## src/rtl/dpr_regs.vh

```
/*
 * Register offsets, bank codes, field positions and reset values for the
 * debug port register map. Included by every file of the block; holds
 * definitions only.
 */
`ifndef DPR_REGS_VH
`define DPR_REGS_VH

// word offsets (address bits [3:2]); nonzero bits [1:0] only set reg_addr_err_ff
`define DPR_OFS_W          2
`define DPR_OFS_BANKED0    2'h0
`define DPR_OFS_BANKED4    2'h1
`define DPR_OFS_SELECT     2'h2
`define DPR_OFS_READ_RESULT_BUFFER     2'h3

// bank field: bits [3:0] of the select register
`define DPR_BANK_W         4
`define DPR_BANK_LSB       0
`define DPR_BANK_MSB       3

// bank codes at offset 0x0
`define DPR_B0_IDENT       4'h0
`define DPR_B0_IDENT_EXT   4'h1
`define DPR_B0_BASE_LOW    4'h2
`define DPR_B0_BASE_HIGH   4'h3

// bank codes at offset 0x4
`define DPR_B4_CTRL_STAT   4'h0
`define DPR_B4_LINK_CTL    4'h1
`define DPR_B4_TARGET_ID   4'h2
`define DPR_B4_LINK_PID    4'h3
`define DPR_B4_EVENT_STAT  4'h4
`define DPR_B4_SEL_EXT     4'h5

// abort register fields
`define DPR_AB_REQ         0
`define DPR_AB_CMP_CLR     1
`define DPR_AB_ERR_CLR     2
`define DPR_AB_WDE_CLR     3
`define DPR_AB_ORUN_CLR    4

// control/status fields
`define DPR_CS_ORUN_DET    0
`define DPR_CS_ORUN        1
`define DPR_CS_CMP         4
`define DPR_CS_ERR         5
`define DPR_CS_READOK      6
`define DPR_CS_WDE         7
`define DPR_CS_ERRMODE     24
`define DPR_CS_CNT_LSB     12
`define DPR_CS_CNT_MSB     23
`define DPR_CS_CNT_W       12
`define DPR_CS_DBGRST_REQ  26
`define DPR_CS_DBGRST_ACK  27
`define DPR_CS_DBGPWR_REQ  28
`define DPR_CS_DBGPWR_ACK  29
`define DPR_CS_SYSPWR_REQ  30
`define DPR_CS_SYSPWR_ACK  31

// base pointer layout
`define DPR_BP_VALID       0
`define DPR_BP_LSB         12
`define DPR_BP_MSB         31
`define DPR_BP_W           20

// address width codes and width in bits
`define DPR_ADDRESS_WIDTH_FIELD_W        7
`define DPR_ADDRESS_WIDTH_FIELD_12       7'h0C
`define DPR_ADDRESS_WIDTH_FIELD_32       7'h20
`define DPR_ADDRESS_WIDTH_FIELD_64       7'h40

// arbitrary neutral identity values
`define DPR_IDENT_VAL      32'h0000_0001
`define DPR_TARGET_VAL     32'h0000_0001
`define DPR_LINK_PID_VAL   32'h0000_0001

`define DPR_ZERO32         32'h0000_0000
`define DPR_ZERO4          4'h0

`endif

```

## src/rtl/dpr_abort_unit.v

```verilog
/*
 * Abort decoder: turns a write to the abort register into a one-cycle
 * abort pulse and one-cycle clear pulses for the four sticky flags.
 * Assumes the write strobe is a one-cycle pulse on ref_clk.
 */
`timescale 1ns/1ps
`default_nettype none
`include "dpr_regs.vh"

module dpr_abort_unit
(
    // clock and reset
    input  wire        ref_clk,
    input  wire        rst,
    // decoded abort write
    input  wire        abort_wr,
    input  wire [31:0] wdata,
    // pulses
    output reg         abort_pulse_ff,
    output reg         clr_orun_ff,
    output reg         clr_wde_ff,
    output reg         clr_err_ff,
    output reg         clr_cmp_ff
);

    // bits 31:5 are ignored; the debugger writes them as zero
    always @(posedge ref_clk or posedge rst)
    begin
        if (rst)
        begin
            abort_pulse_ff <= 1'b0;
            clr_orun_ff    <= 1'b0;
            clr_wde_ff     <= 1'b0;
            clr_err_ff     <= 1'b0;
            clr_cmp_ff     <= 1'b0;
        end
        else
        begin
            abort_pulse_ff <= abort_wr & wdata[`DPR_AB_REQ];
            clr_orun_ff    <= abort_wr & wdata[`DPR_AB_ORUN_CLR];
            clr_wde_ff     <= abort_wr & wdata[`DPR_AB_WDE_CLR];
            clr_err_ff     <= abort_wr & wdata[`DPR_AB_ERR_CLR];
            clr_cmp_ff     <= abort_wr & wdata[`DPR_AB_CMP_CLR];
        end
    end

endmodule // dpr_abort_unit
`default_nettype wire

```

## src/rtl/dpr_base_ptr.v

```verilog
/*
 * Base pointer read values: builds the low and high pointer words from
 * the component address, its presence flag and the address width.
 * Assumes the strap inputs are static after reset.
 */
`timescale 1ns/1ps
`default_nettype none
`include "dpr_regs.vh"

module dpr_base_ptr
(
    // configuration
    input  wire [63:0]              base_addr,
    input  wire                     base_valid,
    input  wire [`DPR_ADDRESS_WIDTH_FIELD_W-1:0]  addr_width,
    // read values
    output wire [31:0]              base_low,
    output wire [31:0]              base_high
);

    wire [63:0] mask;
    wire [63:0] masked;

    // keep only bits below the system address width
    genvar i;
    generate
        for (i = 0; i < 64; i = i + 1)
        begin : g_mask
            assign mask[i] = (i < addr_width);
        end
    endgenerate

    assign masked = base_addr & mask;
    // low word: address bits 31:12, 11:1 zero, valid in bit 0
    assign base_low  = {masked[`DPR_BP_MSB:`DPR_BP_LSB], 11'h000,
                        base_valid};
    assign base_high = masked[63:32];

endmodule // dpr_base_ptr
`default_nettype wire

```

## src/rtl/dpr_regmap.v

```verilog
/*
 * Debug port register map: word decode with bank selection, abort
 * register, sticky flags, base pointers and the read buffer.
 * Assumes a link front end that presents one-cycle read and write strobes
 * with a word offset, all on ref_clk; error events come from the access
 * unit on the same clock.
 */
// Functional notes
// - addresses word aligned, low bits zero
// - bank field selects registers at 0x0, 0x4
// - write to 0x0 is abort or reserved
// - serial variant reaches abort at 0x0
// - abort discards all pending access transactions
// - abort leaves sticky flags unchanged
// - abort bit zero aborts, stops counter
// - unreachable access unit answers wait
// - abort bit four clears overrun flag
// - abort bit three clears write-data error
// - abort bit two clears transaction error
// - abort bit one clears compare flag
// - abort is 32-bit write only
// - uncancellable transaction may need system reset
// - high pointer bits 63:32, low 31:12
// - base 4KB aligned, bits 11:1 zero
// - low bit zero valid indicator
// - pointer bits above width read zero
// - 12-bit width: valid marks component presence
// - pointers read-only at 0x0 banks 2,3
// - reserved locations read zero
`timescale 1ns/1ps
`default_nettype none
`include "dpr_regs.vh"

module dpr_regmap
(
    // clock and reset
    input  wire                     ref_clk,
    input  wire                     rst,
    // link front end register access
    input  wire                     reg_rd,
    input  wire                     reg_wr,
    input  wire [3:0]               reg_addr,
    input  wire [31:0]              reg_wdata,
    output reg  [31:0]              reg_rdata_ff,
    output reg                      reg_rvalid_ff,
    output reg                      reg_addr_err_ff,
    // link type: high when abort is register mapped at offset 0x0
    input  wire                     abort_mapped,
    // access unit side
    input  wire                     ap_busy,
    input  wire                     ap_cancellable,
    input  wire                     ap_rdata_vld,
    input  wire [31:0]              ap_rdata,
    input  wire                     ev_orun,
    input  wire                     ev_wde,
    input  wire                     ev_err,
    input  wire                     ev_cmp,
    input  wire                     ev_fault_out,
    input  wire                     ap_wait_clear,
    output reg                      ap_abort_ff,
    output reg                      ap_wait_ff,
    output reg                      ap_stuck_ff,
    output reg                      trn_stop_ff,
    // power and reset handshakes
    input  wire                     sys_pwr_ack,
    input  wire                     dbg_pwr_ack,
    input  wire                     dbg_rst_ack,
    output reg                      sys_pwr_req_ff,
    output reg                      dbg_pwr_req_ff,
    output reg                      dbg_rst_req_ff,
    // configuration straps
    input  wire [63:0]              base_addr,
    input  wire                     base_valid,
    input  wire [`DPR_ADDRESS_WIDTH_FIELD_W-1:0]  addr_width
);

    ////////////////////////////////////////////////////////////////////////
    // input synchronisers for the acknowledge pins

    reg  [2:0] ack_s1_ff;
    reg  [2:0] ack_s2_ff;

    always @(posedge ref_clk or posedge rst)
    begin
        if (rst)
        begin
            ack_s1_ff <= 3'h0;
            ack_s2_ff <= 3'h0;
        end
        else
        begin
            ack_s1_ff <= {sys_pwr_ack, dbg_pwr_ack, dbg_rst_ack};
            ack_s2_ff <= ack_s1_ff;
        end
    end

    ////////////////////////////////////////////////////////////////////////
    // decode

    wire [`DPR_OFS_W-1:0] ofs;
    reg  [31:0]           select_ff;
    reg  [31:0]           link_ctl_ff;
    reg  [31:0]           read_result_buffer_ff;
    wire [`DPR_BANK_W-1:0] bank;
    wire                  wr_abort;
    wire                  wr_select;
    wire                  wr_ctrl;
    wire                  wr_link;

    // only the word offset is decoded; reg_addr[1:0] only feeds reg_addr_err_ff
    assign ofs  = reg_addr[3:2];
    assign bank = select_ff[`DPR_BANK_MSB:`DPR_BANK_LSB];

    // offset 0x0 write ignores the bank; reserved unless link maps abort
    assign wr_abort  = reg_wr & (ofs == `DPR_OFS_BANKED0) & abort_mapped;
    assign wr_select = reg_wr & (ofs == `DPR_OFS_SELECT);
    assign wr_ctrl   = reg_wr & (ofs == `DPR_OFS_BANKED4)
                       & (bank == `DPR_B4_CTRL_STAT);
    assign wr_link   = reg_wr & (ofs == `DPR_OFS_BANKED4)
                       & (bank == `DPR_B4_LINK_CTL);

    ////////////////////////////////////////////////////////////////////////
    // abort decode and base pointers

    wire abort_p;
    wire clr_orun;
    wire clr_wde;
    wire clr_err;
    wire clr_cmp;
    wire [31:0] base_low;
    wire [31:0] base_high;

    dpr_abort_unit u_abort
    (
        .ref_clk        (ref_clk),
        .rst            (rst),
        .abort_wr       (wr_abort),
        .wdata          (reg_wdata),
        .abort_pulse_ff (abort_p),
        .clr_orun_ff    (clr_orun),
        .clr_wde_ff     (clr_wde),
        .clr_err_ff     (clr_err),
        .clr_cmp_ff     (clr_cmp)
    );

    dpr_base_ptr u_base
    (
        .base_addr  (base_addr),
        .base_valid (base_valid),
        .addr_width (addr_width),
        .base_low   (base_low),
        .base_high  (base_high)
    );

    ////////////////////////////////////////////////////////////////////////
    // sticky flags: set wins over clear; an abort alone clears none

    reg orun_ff;
    reg wde_ff;
    reg err_ff;
    reg cmp_ff;
    reg orun_det_ff;
    reg errmode_ff;
    reg [`DPR_CS_CNT_W-1:0] trn_cnt_ff;
    reg [3:0] masklane_ff;
    reg [1:0] trnmode_ff;

    always @(posedge ref_clk or posedge rst)
    begin
        if (rst)
        begin
            orun_ff <= 1'b0;
            wde_ff  <= 1'b0;
            err_ff  <= 1'b0;
            cmp_ff  <= 1'b0;
        end
        else
        begin
            orun_ff <= (ev_orun & orun_det_ff) | (orun_ff & ~clr_orun);
            wde_ff  <= ev_wde | (wde_ff & ~clr_wde);
            // with error mode set, a fault answer also clears the flag
            err_ff  <= ev_err | (err_ff & ~clr_err
                                 & ~(errmode_ff & ev_fault_out));
            cmp_ff  <= ev_cmp | (cmp_ff & ~clr_cmp);
        end
    end

    ////////////////////////////////////////////////////////////////////////
    // control fields and transaction counter

    always @(posedge ref_clk or posedge rst)
    begin
        if (rst)
        begin
            orun_det_ff    <= 1'b0;
            errmode_ff     <= 1'b0;
            trn_cnt_ff     <= {`DPR_CS_CNT_W{1'b0}};
            masklane_ff    <= `DPR_ZERO4;
            trnmode_ff     <= 2'h0;
            sys_pwr_req_ff <= 1'b0;
            dbg_pwr_req_ff <= 1'b0;
            dbg_rst_req_ff <= 1'b0;
            trn_stop_ff    <= 1'b0;
        end
        else
        begin
            trn_stop_ff <= abort_p & (trn_cnt_ff != {`DPR_CS_CNT_W{1'b0}});
            if (wr_ctrl)
            begin
                orun_det_ff    <= reg_wdata[`DPR_CS_ORUN_DET];
                errmode_ff     <= reg_wdata[`DPR_CS_ERRMODE];
                masklane_ff    <= reg_wdata[11:8];
                trnmode_ff     <= reg_wdata[3:2];
                sys_pwr_req_ff <= reg_wdata[`DPR_CS_SYSPWR_REQ];
                dbg_pwr_req_ff <= reg_wdata[`DPR_CS_DBGPWR_REQ];
                dbg_rst_req_ff <= reg_wdata[`DPR_CS_DBGRST_REQ];
            end
            if (abort_p)
                trn_cnt_ff <= {`DPR_CS_CNT_W{1'b0}};
            else if (wr_ctrl)
                trn_cnt_ff <= reg_wdata[`DPR_CS_CNT_MSB:`DPR_CS_CNT_LSB];
            else if (ap_rdata_vld && trn_cnt_ff != {`DPR_CS_CNT_W{1'b0}})
                trn_cnt_ff <= trn_cnt_ff - 1'b1;
        end
    end

    ////////////////////////////////////////////////////////////////////////
    // access unit abort, wait and stuck state

    always @(posedge ref_clk or posedge rst)
    begin
        if (rst)
        begin
            ap_abort_ff <= 1'b0;
            ap_wait_ff  <= 1'b0;
            ap_stuck_ff <= 1'b0;
        end
        else
        begin
            // one pulse flushes every cancellable outstanding and queued transaction
            ap_abort_ff <= abort_p;
            // unreachable registers answer wait until the unit recovers
            if (abort_p)
                ap_wait_ff <= 1'b1;
            else if (ap_wait_clear & ~ap_stuck_ff)
                ap_wait_ff <= 1'b0;
            // an uncancellable transfer stays stuck until system reset
            if (abort_p & ap_busy & ~ap_cancellable)
                ap_stuck_ff <= 1'b1;
        end
    end

    ////////////////////////////////////////////////////////////////////////
    // select, link control and read buffer

    always @(posedge ref_clk or posedge rst)
    begin
        if (rst)
        begin
            select_ff   <= `DPR_ZERO32;
            link_ctl_ff <= `DPR_ZERO32;
            read_result_buffer_ff   <= `DPR_ZERO32;
        end
        else
        begin
            if (wr_select)
                select_ff <= reg_wdata;
            if (wr_link)
                link_ctl_ff <= reg_wdata;
            if (ap_rdata_vld)
                read_result_buffer_ff <= ap_rdata;
        end
    end

    ////////////////////////////////////////////////////////////////////////
    // read mux

    wire [31:0] ctrl_stat;
    wire [31:0] ident_ext;
    reg  [31:0] nxt_rdata;

    assign ctrl_stat = {ack_s2_ff[2], sys_pwr_req_ff, ack_s2_ff[1], dbg_pwr_req_ff,
                        ack_s2_ff[0], dbg_rst_req_ff, 1'b0, errmode_ff,
                        trn_cnt_ff, masklane_ff, wde_ff, ~ap_wait_ff, err_ff,
                        cmp_ff, trnmode_ff, orun_ff, orun_det_ff};
    assign ident_ext = {25'h0000000, addr_width};

    always @*
    begin
        nxt_rdata = `DPR_ZERO32;
        case (ofs)
            `DPR_OFS_BANKED0:
            begin
                case (bank)
                    `DPR_B0_IDENT:     nxt_rdata = `DPR_IDENT_VAL;
                    `DPR_B0_IDENT_EXT: nxt_rdata = ident_ext;
                    `DPR_B0_BASE_LOW:  nxt_rdata = base_low;
                    `DPR_B0_BASE_HIGH: nxt_rdata = base_high;
                    default:           nxt_rdata = `DPR_ZERO32;
                endcase
            end
            `DPR_OFS_BANKED4:
            begin
                case (bank)
                    `DPR_B4_CTRL_STAT:  nxt_rdata = ctrl_stat;
                    `DPR_B4_LINK_CTL:   nxt_rdata = link_ctl_ff;
                    `DPR_B4_TARGET_ID:  nxt_rdata = `DPR_TARGET_VAL;
                    `DPR_B4_LINK_PID:   nxt_rdata = `DPR_LINK_PID_VAL;
                    `DPR_B4_EVENT_STAT: nxt_rdata = `DPR_ZERO32;
                    `DPR_B4_SEL_EXT:    nxt_rdata = `DPR_ZERO32;
                    default:            nxt_rdata = `DPR_ZERO32;
                endcase
            end
            // select is write only and reads as zero here
            `DPR_OFS_READ_RESULT_BUFFER: nxt_rdata = read_result_buffer_ff;
            default:         nxt_rdata = `DPR_ZERO32;
        endcase
    end

    always @(posedge ref_clk or posedge rst)
    begin
        if (rst)
        begin
            reg_rdata_ff    <= `DPR_ZERO32;
            reg_rvalid_ff   <= 1'b0;
            reg_addr_err_ff <= 1'b0;
        end
        else
        begin
            reg_rvalid_ff   <= reg_rd;
            reg_addr_err_ff <= (reg_rd | reg_wr) & (reg_addr[1:0] != 2'h0);
            if (reg_rd)
                reg_rdata_ff <= nxt_rdata;
        end
    end

endmodule // dpr_regmap
`default_nettype wire

```

## config.mk

```make
export PLATFORM = sky130hd
export DESIGN_NAME = dpr_regmap
export DESIGN_NICKNAME = d
export VERILOG_FILES = /design/src/rtl/dpr_abort_unit.v /design/src/rtl/dpr_base_ptr.v /design/src/rtl/dpr_regmap.v
export VERILOG_INCLUDE_DIRS = /design/src /design/src/rtl
export SDC_FILE = /design/constraint.sdc
export NUM_CORES = 1
export LEC_CHECK = 0
export BUFFER_PORTS_ARGS = -buffer_cell sky130_fd_sc_hd__buf_2
export CORE_MARGIN = 1
export CORE_UTILIZATION = 25
export DETAILED_ROUTE_END_ITERATION = 12
export HOLD_SLACK_MARGIN = 0.02
export MAX_ROUTING_LAYER = met4
export PLACE_DENSITY = 0.44
export SYNTH_ARGS = -nofsm -noshare
export SYNTH_HDL_FRONTEND = slang
export SYNTH_SLANG_ARGS = --single-unit
```

## constraint.sdc

```tcl
create_clock -name ref_clk -period 6 [get_ports ref_clk]
set_input_delay 0.3 -clock ref_clk [delete_from_list [all_inputs] [get_ports ref_clk]]
set_output_delay 0.3 -clock ref_clk [all_outputs]
set_load 0.01 [all_outputs]
```

; Word level (Yosys, flattened, before mapping)
; Index checks and enable logic that the tools add are counted.
; W data, S select, Z words.
[word_totals]
register_bits = 144
latch_bits = 0
ramBits = 0
rom_bits = 0
in_bits = 157
out_inout_bits = 41
word_cells = 153
memories = 0
[classes]
add_sub_neg = 1
mul = 0
div = 0
magnitude_cmp = 64
n_eq_ne = 6
shifts = 0
mux = 8
bitwise_logic = 37
reduce_logical = 8
[ops]
columns = op, n
row1 = $lt A6 B7 Y1 const A, 32
row2 = $pmux W32 S3, 2
row3 = $pmux W32 S4, 1
row4 = $lt A5 B7 Y1 const A, 16
row5 = $and A64 B64 Y64, 1
row6 = $lt A4 B7 Y1 const A, 8
row7 = $mux W12, 3
row8 = $lt A3 B7 Y1 const A, 4
row9 = $and A1 B1 Y1, 23
row10 = $lt A1 B7 Y1 const A, 2
row11 = $lt A2 B7 Y1 const A, 2
row12 = $reduce_bool A12 Y1, 1
row13 = $sub A12 B1 Y12 const B, 1
row14 = $eq A4 B2 Y1 const B, 2
row15 = $not A1 Y1, 8
row16 = $or A1 B1 Y1, 5
row17 = $eq A2 B2 Y1 const B, 2
row18 = $eq A4 B1 Y1 const B, 1
row19 = $logic_not A4 Y1, 1
row20 = $reduce_bool A2 Y1, 2
row21 = $reduce_bool A3 Y1, 1
row22 = $eq A2 B1 Y1 const B, 1
row23 = $logic_not A2 Y1, 1
row24 = $mux W1, 2
row25 = 2 further kinds, 2

; Depth between registers and ports, before layout
; Gate-level depths: netlist of run 1.
[logic_depth]
word_depth = 5
ltp_mapped = 8
depth_no_buf = 6

; Cells and area by module
; A second synthesis of run 1 with hierarchy kept.
[unflattened]
cells_unflattened = 756
area_unflattened_um2 = 7726.2
[by_module_without_submodules]
columns = module, instances, cells_per_inst, area_each_um2, seq_area_each_um2
row1 = dpr_regmap, 1, 583, 6626.4, 3478.3
row2 = dpr_base_ptr, 1, 162, 939.7, 0.0
row3 = dpr_abort_unit, 1, 11, 160.2, 125.1

; Worst setup path after synthesis of run 1
; No wires, ideal clock.
[synth_timing]
path_type = reg-to-reg
startpoint = reg trn_cnt_ff[0]
endpoint = reg trn_cnt_ff[11]
setup_ns = 0.099
t_arrival_ns = 1.705
required_time_ns = 5.901
setup_slack_ns = 4.196
stages_incl_launch_ff = 7
cell_sequence = dfrtp_1 -> inv_1 -> ha_1 -> or4b_1 -> o2111ai_1 -> o21ai_0 -> a311oi_1
[synth_via]
elab_chain_cells = 4
word_cells_on_any_way = 7
cone_classes = add/sub (1) / mux (3) / reduce/logical (3)
[synth_lines]
columns = element, line
row1 = from (decl), dpr_regmap.v:164  ; reg [`DPR_CS_CNT_W-1:0] trn_cnt_ff;
row2 = from (signal assigned), dpr_regmap.v:197  ; trn_cnt_ff <= {`DPR_CS_CNT_W{1'b0}};
row3 = from (signal assigned), dpr_regmap.v:219  ; trn_cnt_ff <= {`DPR_CS_CNT_W{1'b0}};
row4 = from (signal assigned), dpr_regmap.v:221  ; trn_cnt_ff <= reg_wdata[`DPR_CS_CNT_MSB:`DPR_CS_CNT_LSB];
row5 = $sub A12 B1 Y12, dpr_regmap.v:223  ; trn_cnt_ff <= trn_cnt_ff - 1'b1;
row6 = $mux W12, dpr_regmap.v:222  ; else if (ap_rdata_vld && trn_cnt_ff != {`DPR_CS_CNT_W{1'b0}})
row7 = $mux W12, dpr_regmap.v:220  ; else if (wr_ctrl)
row8 = $mux W12, dpr_regmap.v:218  ; if (abort_p)
; Parallel ways exist; a longest one is shown, timed or not. The select of a mux whose other input is x is not followed.
; A chain may end at the register's enable or synchronous reset.

; Final worst setup path of run 1
[layout_timing]
startpoint = reg select_ff[0]
endpoint = reg link_ctl_ff[25]
[layout_via]
elab_chain_cells = 2
[layout_lines]
columns = element, line
row1 = from (decl), dpr_regmap.v:101  ; reg [31:0] select_ff;
row2 = from (signal assigned), dpr_regmap.v:260  ; select_ff <= `DPR_ZERO32;
row3 = from (signal assigned), dpr_regmap.v:267  ; select_ff <= reg_wdata;
row4 = $eq A4 B1 Y1, -
row5 = $and A1 B1 Y1, dpr_regmap.v:119  ; assign wr_link = reg_wr & (ofs == `DPR_OFS_BANKED4)
row6 = to (signal assigned), dpr_regmap.v:261  ; link_ctl_ff <= `DPR_ZERO32;
row7 = to (signal assigned), dpr_regmap.v:269  ; link_ctl_ff <= reg_wdata;
row8 = to (decl), dpr_regmap.v:102  ; reg [31:0] link_ctl_ff;
; Every way passes these cells.

==> flow_metrics.py, run 1 <==
metrics = {
    "clocking": {
        "insertion_delay_ns": 0.42,
        "clk_pin_slew_worst_paths_ns": 0.06,
        "clock_sinks": 144,
        "clockBufferDepth": 2,
        "ctsResizeCount": 0,
        "cts_max_level": 4,
        "cts_tree": "yes",
        "cts_root_buf": "clkbuf_16",
        "cts_buffers": 17,
    },
    "die": {
        "die_h_um": 174,
        "io_pins": 198,
        "initial_core_util_pct": 25.6,
        "die_area_um2": 30400,
        "fp.dieW_um": 174,
        "rows": 62,
        "core_um2": 29000,
    },
    "logic_synthesis": {
        "yosysWarnings": 0,
        "synth_seq_cells": 144,
        "avgSynthCellArea_um2": 11.2,
        "synth_cell_type_count": 79,
        "syn_nets": 822,
        "ys_async_sr_fraction_pct": 100,
        "synth_edf_count": 0,
        "netlist_instances": 663,
        "syn-cell-area_um2": 7430,
        "ys_seq_area_share_pct": 48.5,
        "ys.flop_type": "dfrtp_1",
    },
    "setup_path": {
        "critPathBufInv": 0,
        "critPathMaxFanout": 32,
        "cp_cell_sequence": "nor2b_1 > and2_1 > nand2_4 > mux2_1",
        "cp-end-kind": "flop",
        "worstSetupPathType": "reg2reg",
        "crit_arrival_ns": 3.32,
        "path_delay_family": "simple AND/OR/NAND/NOR gates",
        "startpoint_type": "flop",
        "crit_path_max_incr_delay_ns": 0.93,
        "critPathSlowestCell": "dfrtp_1",
        "crit_required_ns": 6.30,
    },
    "global_routing": {
        "antenna_found_initial": 5,
        "grt-ovfl-total": 0,
        "grt_max_degree": 77,
        "grtUsageMet3_pct": 4.90,
        "grtUsageTotal_pct": 18.9,
        "use_met2_pct": 27.7,
        "grtUsageMet1_pct": 25.9,
        "gr-max-usage-layer": "met2",
        "grt_pass1_wl_um": 40900,
        "grt_pass1_vias": 6186,
    },
    "cells_and_area": {
        "layout-drive-gt1-share_pct": 38.6,
        "mostFrequentLayoutCells": "buf_2, dfrtp_1, mux2_2, nand2_1, inv_1",
        "utilization_pct": 32.0,
        "area_delta_synth_final_pct": 24.9,
        "mostFrequentLayoutCell": "buf_2",
        "final_nets": 987,
        "n_fill_cell": 3043,
    },
    "pwr": {
        "p_leak_nw": 4.18,
        "p_per_area_nw_per_um2": 346,
        "peakVddDrop_uv": 155,
        "power_mw": 3.21,
    },
    "timing": {
        "worst_pin_slew_ns": 1.16,
        "report.final.setup_viol": 0,
        "fmax_mhz": 331,
        "finalHoldViolCount": 5,
        "rsz0062_at_grt": "no",
        "holdWs_ns": -0.0108,
        "timing.final.ws_setup_ns": 2.98,
        "finalMaxSlewViolations": 0,
        "final.period_utilization_pct": 50.3,
        "maxSlewHeadroom_pct": 22.9,
        "fin_skew_ns": 0.0118,
        "period_needed_ns": 3.02,
        "tns_ns": 0,
    },
    "drt": {
        "drtIter0Drc": 711,
        "ant_nets": 0,
        "drtPass1Iterations": 7,
        "dr_total_vias": 6255,
        "wirelength_um": 27700,
        "drc": 0,
        "routed_via_density": 5.09,
        "routedWlPerCell_um": 22.5,
    },
    "status": {
        "status": "finished, violations left",
        "violations": "hold timing",
    },
    "job": {
        "max-cap-violations": 0,
    },
    "place": {
        "gp_routability_congestion": 0.836,
        "port_buffers": 185,
        "hpwlAfterDp_um": 20200,
        "place_ws_ns": 2.99,
    },
    "hold_path": {
        "hp-class": "in2async",
    },
}
final timing paths:
path	from	end	slack (ns)	depth (start not counted)
setup / recovery	select_ff[0]	link_ctl_ff[25]	2.98	4
hold / removal	rst	reg_rdata_ff[18]	-0.01	2
setup reg to reg	select_ff[0]	link_ctl_ff[25]	2.98	4
hold reg to reg	ack_s1_ff[2]	ack_s2_ff[2]	0.35	0
max in group asynchronous	rst	wde_ff	4.62	3
min in group ref_clk	ap_cancellable	ap_stuck_ff	0.05	2
cell usage after synthesis, drive strengths merged, types with 6 or more instances:
| master | count | share of area (%) |
|---|---|---|
| a211oi | 12 | 1.2 |
| a21boi | 9 | 0.91 |
| a21oi | 9 | 0.61 |
| a222oi | 17 | 2.3 |
| a22oi | 10 | 1.0 |
| a31oi | 6 | 0.59 |
| a32oi | 10 | 1.2 |
| and2 | 8 | 0.67 |
| and3 | 8 | 0.67 |
| buf | 22 | 2.0 |
| clkbuf | 23 | 1.2 |
| dfrtp | 144 | 48 |
| inv | 29 | 1.5 |
| mux2 | 86 | 13 |
| mux2i | 8 | 1.1 |
| nand2 | 65 | 3.4 |
| nand3 | 17 | 1.1 |
| nor2 | 22 | 1.4 |
| nor2b | 6 | 0.51 |
| nor3 | 15 | 1.5 |
| o211ai | 9 | 0.91 |
| o21ai | 22 | 1.5 |
| o221ai | 13 | 1.5 |
per-layer routing:
metal | part of all wire [%] | vias up
li1 | - | 2860
met4 | 1.3 | 0
met3 | 6.9 | 22
met5 | 0 | -
met2 | 45 | 241
met1 | 47 | 3132
sequential cells by signal, indices dropped and copies added, names as in the netlist, 2 cells and up:
name                   cells
link_ctl_ff               32
read_result_buffer_ff     32
reg_rdata_ff              32
trn_cnt_ff                12
masklane_ff                4
select_ff                  4
ack_s1_ff                  3
ack_s2_ff                  3
trnmode_ff                 2
cells by family (layout without fill, tap and decap cells):
group,after synthesis,count (layout),synth area share [%]
buf+inv,74,252,4.66
xor+xnor,2,2,0.236
simple gates,181,181,14.7
mux,94,94,14.1
compound gates,166,166,17.5
other cells,0,5,0
fa+ha+maj,2,2,0.337
flops,144,144,48.5
worst reg2reg max path, stage by stage, from the launching register on:
cell,delay (ns)
dfrtp_1,0.93
nor2b_1,0.73
and2_1,0.44
nand2_4,0.37
mux2_1,0.43
per-stage QoR:
step                instances  area, um2
floorplan                 663       7430
global route             1230       9280
finish                   1230       9280
CTS                      1225       9270
global placement         1190       8630
detailed placement       1190       8630
repair_timing:
action,4_1_cts,5_1_grt
setup buffers,0,0
hold buffers,3,0
setup endpoints to repair,0,0
endpoints found under the hold margin,3,0
power by group:
| group | leakage (nW) | total [mW] | internal (mW) | switching, mW |
|---|---|---|---|---|
| clock network | 0.289 | 1.13 | 0.679 | 0.449 |
| logic | 2.08 | 0.728 | 0.333 | 0.395 |
| registers | 1.81 | 1.36 | 1.16 | 0.191 |
| total | 4.18 | 3.21 | 2.18 | 1.03 |
area by class of cell:
class                   instances  area [um2]  share of cell area (%)
clock inverters                12         156                    1.68
clock buffers                  20         457                    4.92
multi-input cells             445        3480                    37.5
inverters                      29         114                    1.23
repair buffers                191         978                    10.5
flip-flops and latches        144        3600                    38.8
well taps                     384         480                    5.18
diodes                          5        12.5                   0.135
Note: power is estimated with default switching activity, not from simulation.
==> run 2, diff against run 1 <==
clock period = 3.01 ns   (was 6 ns; I/O delays follow)
==> run 2 against run 1 <==
- the flow now finishes without violations
- clock power up 96%
- count of clock-buffer cells in the layout down 2
- critical path depth up 1
- register-to-register slack worse by 2.3 ns
- first-iteration DRC count down 27%
- global-route usage up 0.43 points
- clock skew down 0.0013 ns
- hold slack better by 0.048 ns
- fmax up 29%
- critical endpoint is now reg_rdata_ff[17]
- highest routed layer unchanged
==> flow_metrics.py, run 2 (synthesis gave the netlist of run 1 again) <==
metrics = {
    "cells_and_area": {
        "n_fill_cell": 3044,
        "layoutNonFillerInstCount": 1334,
        "mostFrequentLayoutCells": "buf_2, dfrtp_1, dlygate4sd3_1, mux2_2, nand2_1",
        "layout-drive-gt1-share_pct": 36.1,
        "final_nets": 1092,
        "area_delta_synth_final_pct": 38.5,
        "mostFrequentLayoutCell": "buf_2",
        "top_regs": "link_ctl_ff: 32 flops, read_result_buffer_ff: 32 flops, reg_rdata_ff: 32 flops",
    },
    "place": {
        "place_ws_ns": 0.692,
        "port_buffers": 185,
        "hpwlAfterDp_um": 20800,
        "place_inst": 1206,
        "gp_routability_congestion": 0.838,
    },
    "pwr": {
        "p_leak_nw": 4.63,
        "p_per_area_nw_per_um2": 629,
        "peakVddDrop_uv": 334,
    },
    "timing": {
        "tns_ns": 0,
        "holdWs_ns": 0.0375,
        "finalHoldViolCount": 0,
        "maxSlewHeadroom_pct": 41.7,
        "final.period_utilization_pct": 77.5,
        "finalMaxSlewViolations": 0,
        "report.final.setup_viol": 0,
        "timing.final.ws_setup_ns": 0.679,
        "period_needed_ns": 2.33,
        "rsz0062_at_grt": "no",
        "worst_pin_slew_ns": 0.875,
        "fin_skew_ns": 0.0105,
        "fmax_mhz": 429,
    },
    "global_routing": {
        "grt_max_degree": 41,
        "grt_pass1_vias": 6652,
        "grt_pass1_wl_um": 42600,
        "antenna_found_initial": 5,
        "grt-ovfl-total": 0,
        "grtUsageTotal_pct": 19.3,
    },
    "setup_path": {
        "cp-end-kind": "flop",
        "regToRegSetupSlack_ns": 0.68,
        "cp_cell_sequence": "buf_4 > mux2i_1 > nor3_1 > a221oi_1 > o221ai_1",
        "worstSetupPathType": "reg2reg",
        "critPathSlowestCell": "dfrtp_1",
        "critPathBufInv": 1,
        "reg2reg_from": "select_ff[0]",
        "worstReg2RegEnd": "reg_rdata_ff[17]",
        "crit_required_ns": 3.29,
        "critPathMaxFanout": 19,
        "startpoint_type": "flop",
        "path_delay_family": "flip-flops",
        "r2r_cells": 5,
        "startpoint": "select_ff[0]",
        "crit_arrival_ns": 2.61,
        "crit_path_max_incr_delay_ns": 0.68,
    },
    "die": {
        "rows": 62,
        "io_pins": 198,
        "die_area_um2": 30400,
        "initial_core_util_pct": 25.6,
        "core_um2": 29000,
        "fp.dieW_um": 174,
        "die_h_um": 174,
    },
    "drt": {
        "drc": 0,
        "routed_via_density": 5.02,
        "routedWlPerCell_um": 21.2,
        "drtIter0Drc": 519,
        "ant_nets": 0,
        "drtPass1Iterations": 8,
        "wirelength_um": 28300,
        "dr_total_vias": 6694,
    },
    "clocking": {
        "insertion_delay_ns": 0.42,
        "cts_tree": "yes",
        "clockBufferDepth": 2,
        "ctsResizeCount": 0,
        "cts_root_buf": "clkbuf_16",
        "clock_sinks": 144,
        "post_cts_buffers": 0,
        "cts_buffers": 17,
        "cts_max_level": 4,
        "clk_pin_slew_worst_paths_ns": 0.07,
    },
    "hold_path": {
        "hold_depth": 3,
        "min_from": "base_addr[44]",
        "hp-class": "in2reg",
        "worstHoldEndpoint": "reg_rdata_ff[12]",
    },
    "job": {
        "max-cap-violations": 0,
    },
    "status": {
        "status": "completed",
    },
}
[run 2: cell count changes in the layout (fill, tap and decap cells not counted), sizes merged]
cell	before	now
dlygate4sd3	3	92
inv	31	30
clkbuf	20	18
buf	188	204
clkinv	3	5
[run 2: worst min-delay path, cell delays in order]
cell      delay (ns)
buf_2           0.11
o211ai_1        0.08
a31oi_1         0.08
[run 2: cell type report]
type / count / area (um2) / share of cell area [%]
sequential: 144 / 3600 / 35.0
clock buffer: 18 / 439 / 4.27
timing repair buffer: 296 / 2000 / 19.4
antenna: 5 / 12.5 / 0.122
clock inverter: 13 / 163 / 1.58
tap: 384 / 480 / 4.67
inverter: 29 / 113 / 1.09
multi-input combinational: 445 / 3480 / 33.8
[run 2: per-stage QoR]
stage / power [mW] / cell area (um2) / util, %
floorplan: 3.57 / 7440 / -
global placement: 4.18 / 8760 / 30.2
CTS: 6.54 / 10300 / 35.4
detailed placement: 4.20 / 8760 / 30.2
global route: 6.81 / 10300 / 35.5
finish: 6.48 / 10300 / 35.5
[run 2: metal layers]
metal / vias up / wire (um) / global-route usage [%] / share of wire [%]
li1: 3076 / - / - / -
met1: 3371 / 13400 / 26.3 / 47
met2: 235 / 13100 / 29.9 / 46
met3: 12 / 1620 / 4.27 / 5.7
met4: 0 / 167 / 2.78 / 0.59
met5: - / 0 / - / 0
[run 2: what timing repair did]
| item | CTS | global route |
|---|---|---|
| endpoints found under the setup margin | 0 | 0 |
| hold buffers | 90 | 2 |
| hold endpoints to repair | 129 | 2 |
[run 2: worst max path at each step]
| stage | to | slack [ns] | depth (start not counted) |
|---|---|---|---|
| after floorplan | ack_s1_ff[0] | 1.05 | 1 |
| after global placement | link_ctl_ff[27] | 0.71 | 4 |
| after detailed placement | link_ctl_ff[27] | 0.69 | 4 |
| after CTS | link_ctl_ff[27] | 0.67 | 4 |
| after global routing | link_ctl_ff[27] | 0.55 | 4 |
| final | reg_rdata_ff[17] | 0.68 | 5 |
[run 2: report_power, final]
part | switching, mW | leakage [nW] | internal, mW
clock | 0.888 | 0.289 | 1.32
sequential | 0.367 | 1.81 | 2.32
combinational | 0.817 | 2.53 | 0.761
total | 2.07 | 4.63 | 4.41
